<file path="src/hdl/hmsf_cfg.svh">
// Function
// RULE_01: A completed host I/O write to the host-to-slave data register sets the inbound flag.
// RULE_02: The inbound flag drives the slave interrupt request for as long as it is one.
// RULE_03: A slave read of the host-to-slave data register clears the inbound flag.
// RULE_04: A slave write of the slave-to-host data register sets the outbound flag.
// RULE_05: A host I/O read of slave-to-host data, or a slave write of zero, clears it.
// RULE_06: The outbound flag is status bit 0, resets to 0, and the slave may only clear it.
// RULE_07: A user status bit is freely set or cleared and touches no mailbox flag.
// RULE_08: Each host data write stores host address bit 2 as the command/data marker.
// RULE_09: When a flag is set and cleared in the same cycle, the set wins.
`ifndef HMSF_CFG_SVH
`define HMSF_CFG_SVH

// status byte layout
`define HMSF_BIT_OUTBOUND_FULL 0
`define HMSF_BIT_INBOUND_FULL  1
`define HMSF_BIT_USER          2
`define HMSF_BIT_CMD_DATA      3
`define HMSF_STATUS_W          8

// reset values
`define HMSF_RST_FLAG          1'b0
`define HMSF_RST_STROBE_N      1'b1
`define HMSF_RST_QUAL          1'b0

// host pin bundle positions inside the synchroniser
`define HMSF_PIN_CS_N          0
`define HMSF_PIN_DATA_SEL      1
`define HMSF_PIN_ADDR2         2
`define HMSF_PIN_IOW_N         3
`define HMSF_PIN_IOR_N         4
`define HMSF_PIN_W             5
`define HMSF_PIN_RST           5'h19

`endif

</file>
<file path="src/hdl/hmsf_pkg.sv">
`default_nettype none
package hmsf_pkg;
   // host bus cycle tracker
   typedef enum logic [1:0] {
      HMSF_IDLE,
      HMSF_WRITE,
      HMSF_READ
   } hmsf_cycle_t;
endpackage
`default_nettype wire

</file>
<file path="src/hdl/hmsf_mailbox.sv">
`include "hmsf_cfg.svh"
`default_nettype none
module hmsf_mailbox (
   input  wire logic                       clk,
   input  wire logic                       reset,
   // host pins, asynchronous to clk
   input  wire logic                       host_cs_n,
   input  wire logic                       host_data_sel,
   input  wire logic                       host_addr2,
   input  wire logic                       host_iow_n,
   input  wire logic                       host_ior_n,
   // slave processor side, same clock
   input  wire logic                       slave_rd_in_data,
   input  wire logic                       slave_wr_out_data,
   input  wire logic                       slave_wr_status,
   input  wire logic [`HMSF_STATUS_W-1:0]  slave_status_wdata,
   // flags and status
   output logic                            inbound_full_flag,
   output logic                            outbound_full_flag,
   output logic                            command_data_marker,
   output logic                            user_defined_status_bit,
   output logic                            slave_irq,
   output logic [`HMSF_STATUS_W-1:0]       status_byte,
   // completed host data-register cycles, one clock each
   output logic                            host_data_write_done,
   output logic                            host_data_read_done
);
   logic [`HMSF_PIN_W-1:0] pins_async;
   logic [`HMSF_PIN_W-1:0] pins_sync;
   logic                   cs_n_s;
   logic                   data_sel_s;
   logic                   addr2_s;
   logic                   iow_n_s;
   logic                   ior_n_s;

   // all host pins pass two flops before anything reads them
   assign pins_async[`HMSF_PIN_CS_N]     = host_cs_n;
   assign pins_async[`HMSF_PIN_DATA_SEL] = host_data_sel;
   assign pins_async[`HMSF_PIN_ADDR2]    = host_addr2;
   assign pins_async[`HMSF_PIN_IOW_N]    = host_iow_n;
   assign pins_async[`HMSF_PIN_IOR_N]    = host_ior_n;

   hmsf_sync u_sync (
      .clk        (clk),
      .reset      (reset),
      .pins_async (pins_async),
      .pins_sync  (pins_sync)
   );

   // named views of the synchronised pins
   assign cs_n_s     = pins_sync[`HMSF_PIN_CS_N];
   assign data_sel_s = pins_sync[`HMSF_PIN_DATA_SEL];
   assign addr2_s    = pins_sync[`HMSF_PIN_ADDR2];
   assign iow_n_s    = pins_sync[`HMSF_PIN_IOW_N];
   assign ior_n_s    = pins_sync[`HMSF_PIN_IOR_N];

   // host cycle tracker state
   hmsf_pkg::hmsf_cycle_t cycle_reg;
   hmsf_pkg::hmsf_cycle_t cycle_next;
   logic                  sel_reg;
   logic                  sel_next;
   logic                  addr2_reg;
   logic                  addr2_next;
   logic                  wr_done_reg;
   logic                  wr_done_next;
   logic                  rd_done_reg;
   logic                  rd_done_next;

   // a cycle counts only when its strobe rises again, so the
   // address qualifiers are held from the strobe's falling edge;
   // a strobe that falls with chip select high is ignored
   always_comb
   begin
      cycle_next   = cycle_reg;
      sel_next     = sel_reg;
      addr2_next   = addr2_reg;
      wr_done_next = 1'b0;
      rd_done_next = 1'b0;
      unique case (cycle_reg)
         hmsf_pkg::HMSF_IDLE:
         begin
            if (!cs_n_s && !iow_n_s)
            begin
               cycle_next = hmsf_pkg::HMSF_WRITE;
               sel_next   = data_sel_s;
               addr2_next = addr2_s;
            end
            else if (!cs_n_s && !ior_n_s)
            begin
               cycle_next = hmsf_pkg::HMSF_READ;
               sel_next   = data_sel_s;
               addr2_next = addr2_s;
            end
         end
         hmsf_pkg::HMSF_WRITE:
         begin
            if (iow_n_s)
            begin
               cycle_next   = hmsf_pkg::HMSF_IDLE;
               wr_done_next = sel_reg;
            end
         end
         hmsf_pkg::HMSF_READ:
         begin
            if (ior_n_s)
            begin
               cycle_next   = hmsf_pkg::HMSF_IDLE;
               rd_done_next = sel_reg;
            end
         end
         default:
         begin
            cycle_next = hmsf_pkg::HMSF_IDLE;
         end
      endcase
   end

   // registers of the host cycle tracker
   always_ff @(posedge clk)
   begin
      if (reset)
      begin
         cycle_reg   <= hmsf_pkg::HMSF_IDLE;
         sel_reg     <= `HMSF_RST_QUAL;
         addr2_reg   <= `HMSF_RST_QUAL;
         wr_done_reg <= 1'b0;
         rd_done_reg <= 1'b0;
      end
      else
      begin
         cycle_reg   <= cycle_next;
         sel_reg     <= sel_next;
         addr2_reg   <= addr2_next;
         wr_done_reg <= wr_done_next;
         rd_done_reg <= rd_done_next;
      end
   end

   // flag state
   logic inbound_reg;
   logic inbound_next;
   logic outbound_reg;
   logic outbound_next;
   logic marker_reg;
   logic marker_next;
   logic user_reg;
   logic user_next;
   logic out_clear;

   // slave may only clear the outbound flag; writing one does nothing
   assign out_clear = rd_done_reg
                    || (slave_wr_status && !slave_status_wdata[`HMSF_BIT_OUTBOUND_FULL]); // RULE_05

   // set terms sit last so a coincident clear loses
   always_comb
   begin
      inbound_next  = inbound_reg;
      outbound_next = outbound_reg;
      marker_next   = marker_reg;
      user_next     = user_reg;
      if (slave_rd_in_data)
      begin
         inbound_next = 1'b0; // RULE_03
      end
      if (wr_done_reg)
      begin
         inbound_next = 1'b1; // RULE_01 RULE_09
         marker_next  = addr2_reg; // RULE_08
      end
      if (out_clear)
      begin
         outbound_next = 1'b0; // RULE_05 RULE_06
      end
      if (slave_wr_out_data)
      begin
         outbound_next = 1'b1; // RULE_04 RULE_09
      end
      if (slave_wr_status)
      begin
         user_next = slave_status_wdata[`HMSF_BIT_USER]; // RULE_07
      end
   end

   // registers of the flags
   always_ff @(posedge clk)
   begin
      if (reset)
      begin
         inbound_reg  <= `HMSF_RST_FLAG;
         outbound_reg <= `HMSF_RST_FLAG; // RULE_06
         marker_reg   <= `HMSF_RST_FLAG;
         user_reg     <= `HMSF_RST_FLAG;
      end
      else
      begin
         inbound_reg  <= inbound_next;
         outbound_reg <= outbound_next;
         marker_reg   <= marker_next;
         user_reg     <= user_next;
      end
   end

   // status byte, unused bits read zero
   logic [`HMSF_STATUS_W-1:0] status_reg;
   logic [`HMSF_STATUS_W-1:0] status_next;

   // built from next values so the byte matches the flags every cycle
   always_comb
   begin
      status_next                          = '0;
      status_next[`HMSF_BIT_OUTBOUND_FULL] = outbound_next; // RULE_06
      status_next[`HMSF_BIT_INBOUND_FULL]  = inbound_next;
      status_next[`HMSF_BIT_USER]          = user_next;
      status_next[`HMSF_BIT_CMD_DATA]      = marker_next;
   end

   // register of the status byte
   always_ff @(posedge clk)
   begin
      if (reset)
      begin
         status_reg <= '0;
      end
      else
      begin
         status_reg <= status_next;
      end
   end

   // outputs, all from flops
   assign inbound_full_flag       = inbound_reg;
   assign outbound_full_flag      = outbound_reg;
   assign command_data_marker     = marker_reg;
   assign user_defined_status_bit = user_reg;
   assign slave_irq               = inbound_reg; // RULE_02
   assign status_byte             = status_reg;
   assign host_data_write_done    = wr_done_reg;
   assign host_data_read_done     = rd_done_reg;
endmodule
`default_nettype wire

</file>
<file path="src/hdl/hmsf_sync.sv">
`include "hmsf_cfg.svh"
`default_nettype none
module hmsf_sync (
   input  wire logic                     clk,
   input  wire logic                     reset,
   input  wire logic [`HMSF_PIN_W-1:0]   pins_async,
   output logic      [`HMSF_PIN_W-1:0]   pins_sync
);
   logic [`HMSF_PIN_W-1:0] meta_reg;
   logic [`HMSF_PIN_W-1:0] meta_next;
   logic [`HMSF_PIN_W-1:0] stable_reg;
   logic [`HMSF_PIN_W-1:0] stable_next;

   // first stage feeds only the second stage
   always_comb
   begin
      meta_next   = pins_async;
      stable_next = meta_reg;
   end

   // reset to the idle pin levels so no false strobe edge appears
   always_ff @(posedge clk)
   begin
      if (reset)
      begin
         meta_reg   <= `HMSF_PIN_RST;
         stable_reg <= `HMSF_PIN_RST;
      end
      else
      begin
         meta_reg   <= meta_next;
         stable_reg <= stable_next;
      end
   end

   assign pins_sync = stable_reg;
endmodule
`default_nettype wire

</file>
<file path="config.mk">
export PLATFORM = sky130hd
export DESIGN_NAME = hmsf_mailbox
export DESIGN_NICKNAME = d
export VERILOG_FILES = /design/src/hdl/hmsf_pkg.sv /design/src/hdl/hmsf_mailbox.sv /design/src/hdl/hmsf_sync.sv
export VERILOG_INCLUDE_DIRS = /design/src /design/src/hdl
export SDC_FILE = /design/constraint.sdc
export NUM_CORES = 1
export LEC_CHECK = 0
export BUFFER_PORTS_ARGS = -buffer_cell sky130_fd_sc_hd__buf_4
export CORE_MARGIN = 1.5
export CORE_UTILIZATION = 45
export DETAILED_ROUTE_END_ITERATION = 10
export GPL_TIMING_DRIVEN = 0
export PLACE_DENSITY = 0.88
export SYNTH_ARGS = -nofsm -noshare
export SYNTH_HDL_FRONTEND = slang
export SYNTH_SLANG_ARGS = --single-unit
</file>
<file path="constraint.sdc">
create_clock -name clk -period 3 [get_ports clk]
set_clock_uncertainty 0.15 [all_clocks]
set_input_delay 0.6 -clock clk [delete_from_list [all_inputs] [get_ports clk]]
set_output_delay 0.6 -clock clk [all_outputs]
set_load 0.02 [all_outputs]
</file>
==> Word-level counts from Yosys, hierarchy flattened <==
Cells that the tools add are included.
{ "totals": {"regBits": 28, "out_inout_bits": 15, "elab_cells": 51, "inputBits": 18} }
{ "op_classes": {"n_reduce_logical": 14, "mux": 15, "eq_ne": 5, "bitwise": 4} }
{ "ops": {"columns": ["operator", "n"], "rows": [
  ["1-bit two-way mux", 10],
  ["2-bit two-way mux", 4],
  ["2-bit case mux with 3 select lines", 1],
  ["3-bit OR reduction", 2],
  ["1-bit zero test", 4],
  ["2-bit by 1-bit != test with 1-bit output, second input constant", 2],
  ["1-bit NOT", 4],
  ["1-bit logical AND", 3],
  ["3-bit != test, second input constant", 1],
  ["3-bit AND reduction", 1],
  ["2-bit by 1-bit equality test with 1-bit output, second input constant", 1],
  ["2-bit equality test, second input constant", 1],
  ["2-bit zero test", 1],
  ["2-bit AND reduction", 1],
  ["2-bit nonzero test", 1],
  ["1-bit logical OR", 1]
]} }

==> Logic depth before layout (Yosys ltp) <==
{ "logic_depth": {"word_depth": 5, "depth_mapped": 3, "ltp_nobuf": 3} }

==> Modules after synthesis <==
A second synthesis with hierarchy kept.
{ "hier_totals": {"hier_cells": 67, "area_unflattened_um2": 703.2} }
{ "modules_own_cells": {"columns": ["module", "cells_each", "seq_area_each_um2", "n_inst", "area_each_um2"], "rows": [
  ["hmsf_mailbox", 47, 200.2, 1, 440.4],
  ["hmsf_sync", 20, 200.2, 1, 262.8]
]} }

==> Least setup slack after synthesis <==
OpenSTA, ideal clock, no wires.
{ "synth_timing": {"kind": "flip-flop to output port", "from": "register status_byte[1] (netlist name)", "to": "output slave_irq", "arrival_time_ns": 0.639, "required_time_ns": 2.250, "path_stages_with_launch": 2, "path_buffers": 1, "setup_slack_ns": 1.611, "cell_sequence": "dfxtp_1 buf_4"} }
{ "synth_rtl": {"columns": ["element", "line_no", "rtl"], "rows": [
  ["end: declaration", "hmsf_mailbox.sv:22", "output logic slave_irq,"]
]} }

==> qor.yml <==
setup_path:
  r2r-start: "u_sync.pins_sync[4]"
  cp.arrival_ns: 0.91
  ff2ff_path_depth: 3
  end_kind: "output port"
  cp.required_ns: 2.25
  cp_max_fo: 3
  cp-start-kind: "register"
  crit_type: "register to output port"
  setup.worst_path.start: "command_data_marker"
grt:
  grt-ovfl-total: 0
  grt_start_max_net_pins: 11
  met3_usage: 0.03448
  grt_antenna_before_repair: 0
  grt_pass1_vias: 469
  use_met1: 0.1491
  grt_pass1_wl_mm: 1.876
  grt_util_all_layers: 0.1371
  gr-max-usage-layer: "met2"
  met2_usage: 0.2400
yosys:
  muxShareOfSynthArea: 0.04270
  async_flop_share: 0
  synth_top_area_share: 0.5694
  synth_warnings: 0
  yosysTopAreaCell: "dfxtp_1"
  yosys-top-cells-count: "20 x dfxtp_1, 9 x buf_4, 6 x or2_2"
  syn_area_per_cell_um2: 10.50
  synthFlopType: "dfxtp_1"
  synth_most_common_cell: "dfxtp_1"
  yosysSeqAreaShare: 0.5694
  syn_inst: 67
  synth_fa_ha_area_frac: 0
  yosys-top-cells-area: "dfxtp_1 57%, buf_4 9.6%, or2_2 5.3%, mux2i_1 4.3%, a2111oi_4 3.9%"
  synth-simple-area-share: 0.1851
  synth_area_um2: 703.2
  ys_types: 19
  synth_edf_count: 0
  synth_top_family_by_area: "simple AND/OR/NAND/NOR gates"
  synthXorXnorAreaFrac: 0
  synth_compound_area_frac: 0.08007
  ys_ff_latch: 20
drt:
  wl_per_cell_um: 9.613
  wirelength_mm: 1.067
  routed-via-count: 515
  routed_via_density: 4.640
  drc: 0
  drt_iter0_markers: 2
  final_antenna_net_count: 0
  dr.pass1.iters: 4
sta:
  finalSetupViolCount: 0
  maxSlewViolCount: 0
  tns_ns: 0
  hold_viol_final: 0
  grt_setup_unrepaired: "no"
  finalCriticalPeriod_ns: 1.656
  fin_crit_sh: 0.5518
  fmax_mhz: 604.0
power_and_ir_drop:
  clkPwrFrac: 0.268
  seqPwrFrac: 0.631
  p_leak_nw: 0.4203
  power_frac_comb: 0.101
  p_sw_frac: 0.2148
  peakVddDrop_v: 0.0002756
  power-per-cell-area_mw_per_mm2: 477.7
  internal_power_mw: 0.3459
  switchingPower_mw: 0.09464
clock_network:
  cts_buffers: 3
  cts-root-buf: "clkbuf_4"
  clock_path_buffers: 2
  cts_setup_buffers: 0
  cts_htree_levels: 1
  clk_pin_slew_ns: 0.10
  cts_tree: "yes"
  numClockSinks: 20
  ctsResizeCount: 0
  ctsHoldBuffers: 0
  insertion_delay_ns: 0.29
placement:
  place_area_um2: 899.6
  gp_congestion: 0.6763
  port_buffers: 22
floorplanning:
  core_mm2: 0.001489
  ioPinCount: 33
  initial_utilization: 0.4723
  die-area_mm2: 0.001809
  die_w_um: 42.53
  die_h_um: 42.53
  rows: 14
layout:
  drive_gt1_frac: 0.4316
  seq_area_um2: 400.4
  fillerInstances: 129
  multiInputGateArea_um2: 231.5
  syn_to_final_growth_pct: 31.14
  final_area_um2: 922.1
  final_nets: 115
  diodes: 0
hold_path:
  worstHoldPathCells: 1
  hold_path.startpoint: "u_sync.meta_reg[4]"
  hold_path_class: "register to register"
run_status:
  status: "completed"
run:
  maxCapViolations: 0
==> area by class of cell <==
class / count / share of cell area
Buffer: 10 / 0.07734
Clock buffer: 3 / 0.02442
Inverter: 3 / 0.01221
Multi-Input combinational cell: 37 / 0.2510
Sequential cell: 20 / 0.4342
Tap cell: 16 / 0.02171
Timing Repair Buffer: 22 / 0.1791
==> critical path, stage by stage (launching register included) <==
cell,delay [ns]
dfxtp_1,0.38
buf_4,0.12
buf_4,0.12
==> layer usage <==
metal / share of wire / up-vias / wire [um]
met5: 0 / - / 0
met4: 0 / 0 / 0
met3: 0.096 / 0 / 102
met2: 0.51 / 26 / 549
met1: 0.39 / 226 / 416
li1: - / 263 / -
==> path summary, 6_finish.rpt <==
path | endpoint | slack [ns]
worst max-delay path | status_byte[3] | 1.34
worst min-delay path | u_sync.pins_sync[4] | 0.27
worst max register to register | addr2_reg | 1.68
worst min register to register | u_sync.pins_sync[4] | 0.27
==> power groups by stage <==
stage	registers [mW]	clock network (mW)	logic [mW]
4_1_cts	0.278	0.122	0.0450
6_report	0.278	0.118	0.0446
2_1_floorplan	0.286	0	0.0239
3_5_place_dp	0.284	0	0.0449
3_3_place_gp	0.284	0	0.0439
5_1_grt	0.279	0.132	0.0489
==> stage by stage <==
step / utilization / cells / hold WS (ns) / power, mW / setup WS [ns]
2_1_floorplan: - / 70 / 0.2395 / 0.3095 / 1.611
6_report: 0.6193 / 111 / 0.2672 / 0.4405 / 1.345
5_1_grt: 0.6193 / 111 / 0.2853 / 0.4598 / 1.264
4_1_cts: 0.6193 / 111 / 0.2692 / 0.4452 / 1.323
3_5_place_dp: 0.6042 / 108 / 0.2457 / 0.3292 / 1.419
3_3_place_gp: 0.6042 / 108 / 0.2418 / 0.3277 / 1.431
==> cells by family after synthesis <==
kind of cell,after synthesis
other,1
DFF,20
AOI/OAI and AO/OA,6
and+or+nand+nor,24
buffers and inverters,13
muxes,3
==> cells in the final DEF (no fill, tap or decap), types with 2 or more instances in the layout <==
| cell type | count |
|---|---|
| nor3_1 | 3 |
| conb_1 | 4 |
| nand2b_1 | 2 |
| clkbuf_4 | 3 |
| nor2_1 | 5 |
| mux2i_1 | 3 |
| inv_1 | 3 |
| nor2b_1 | 4 |
| dfxtp_1 | 20 |
| nand2_1 | 2 |
| buf_4 | 31 |
| or2_2 | 6 |
| a21oi_1 | 2 |
No activity file was read; power rests on OpenSTA's default activity.
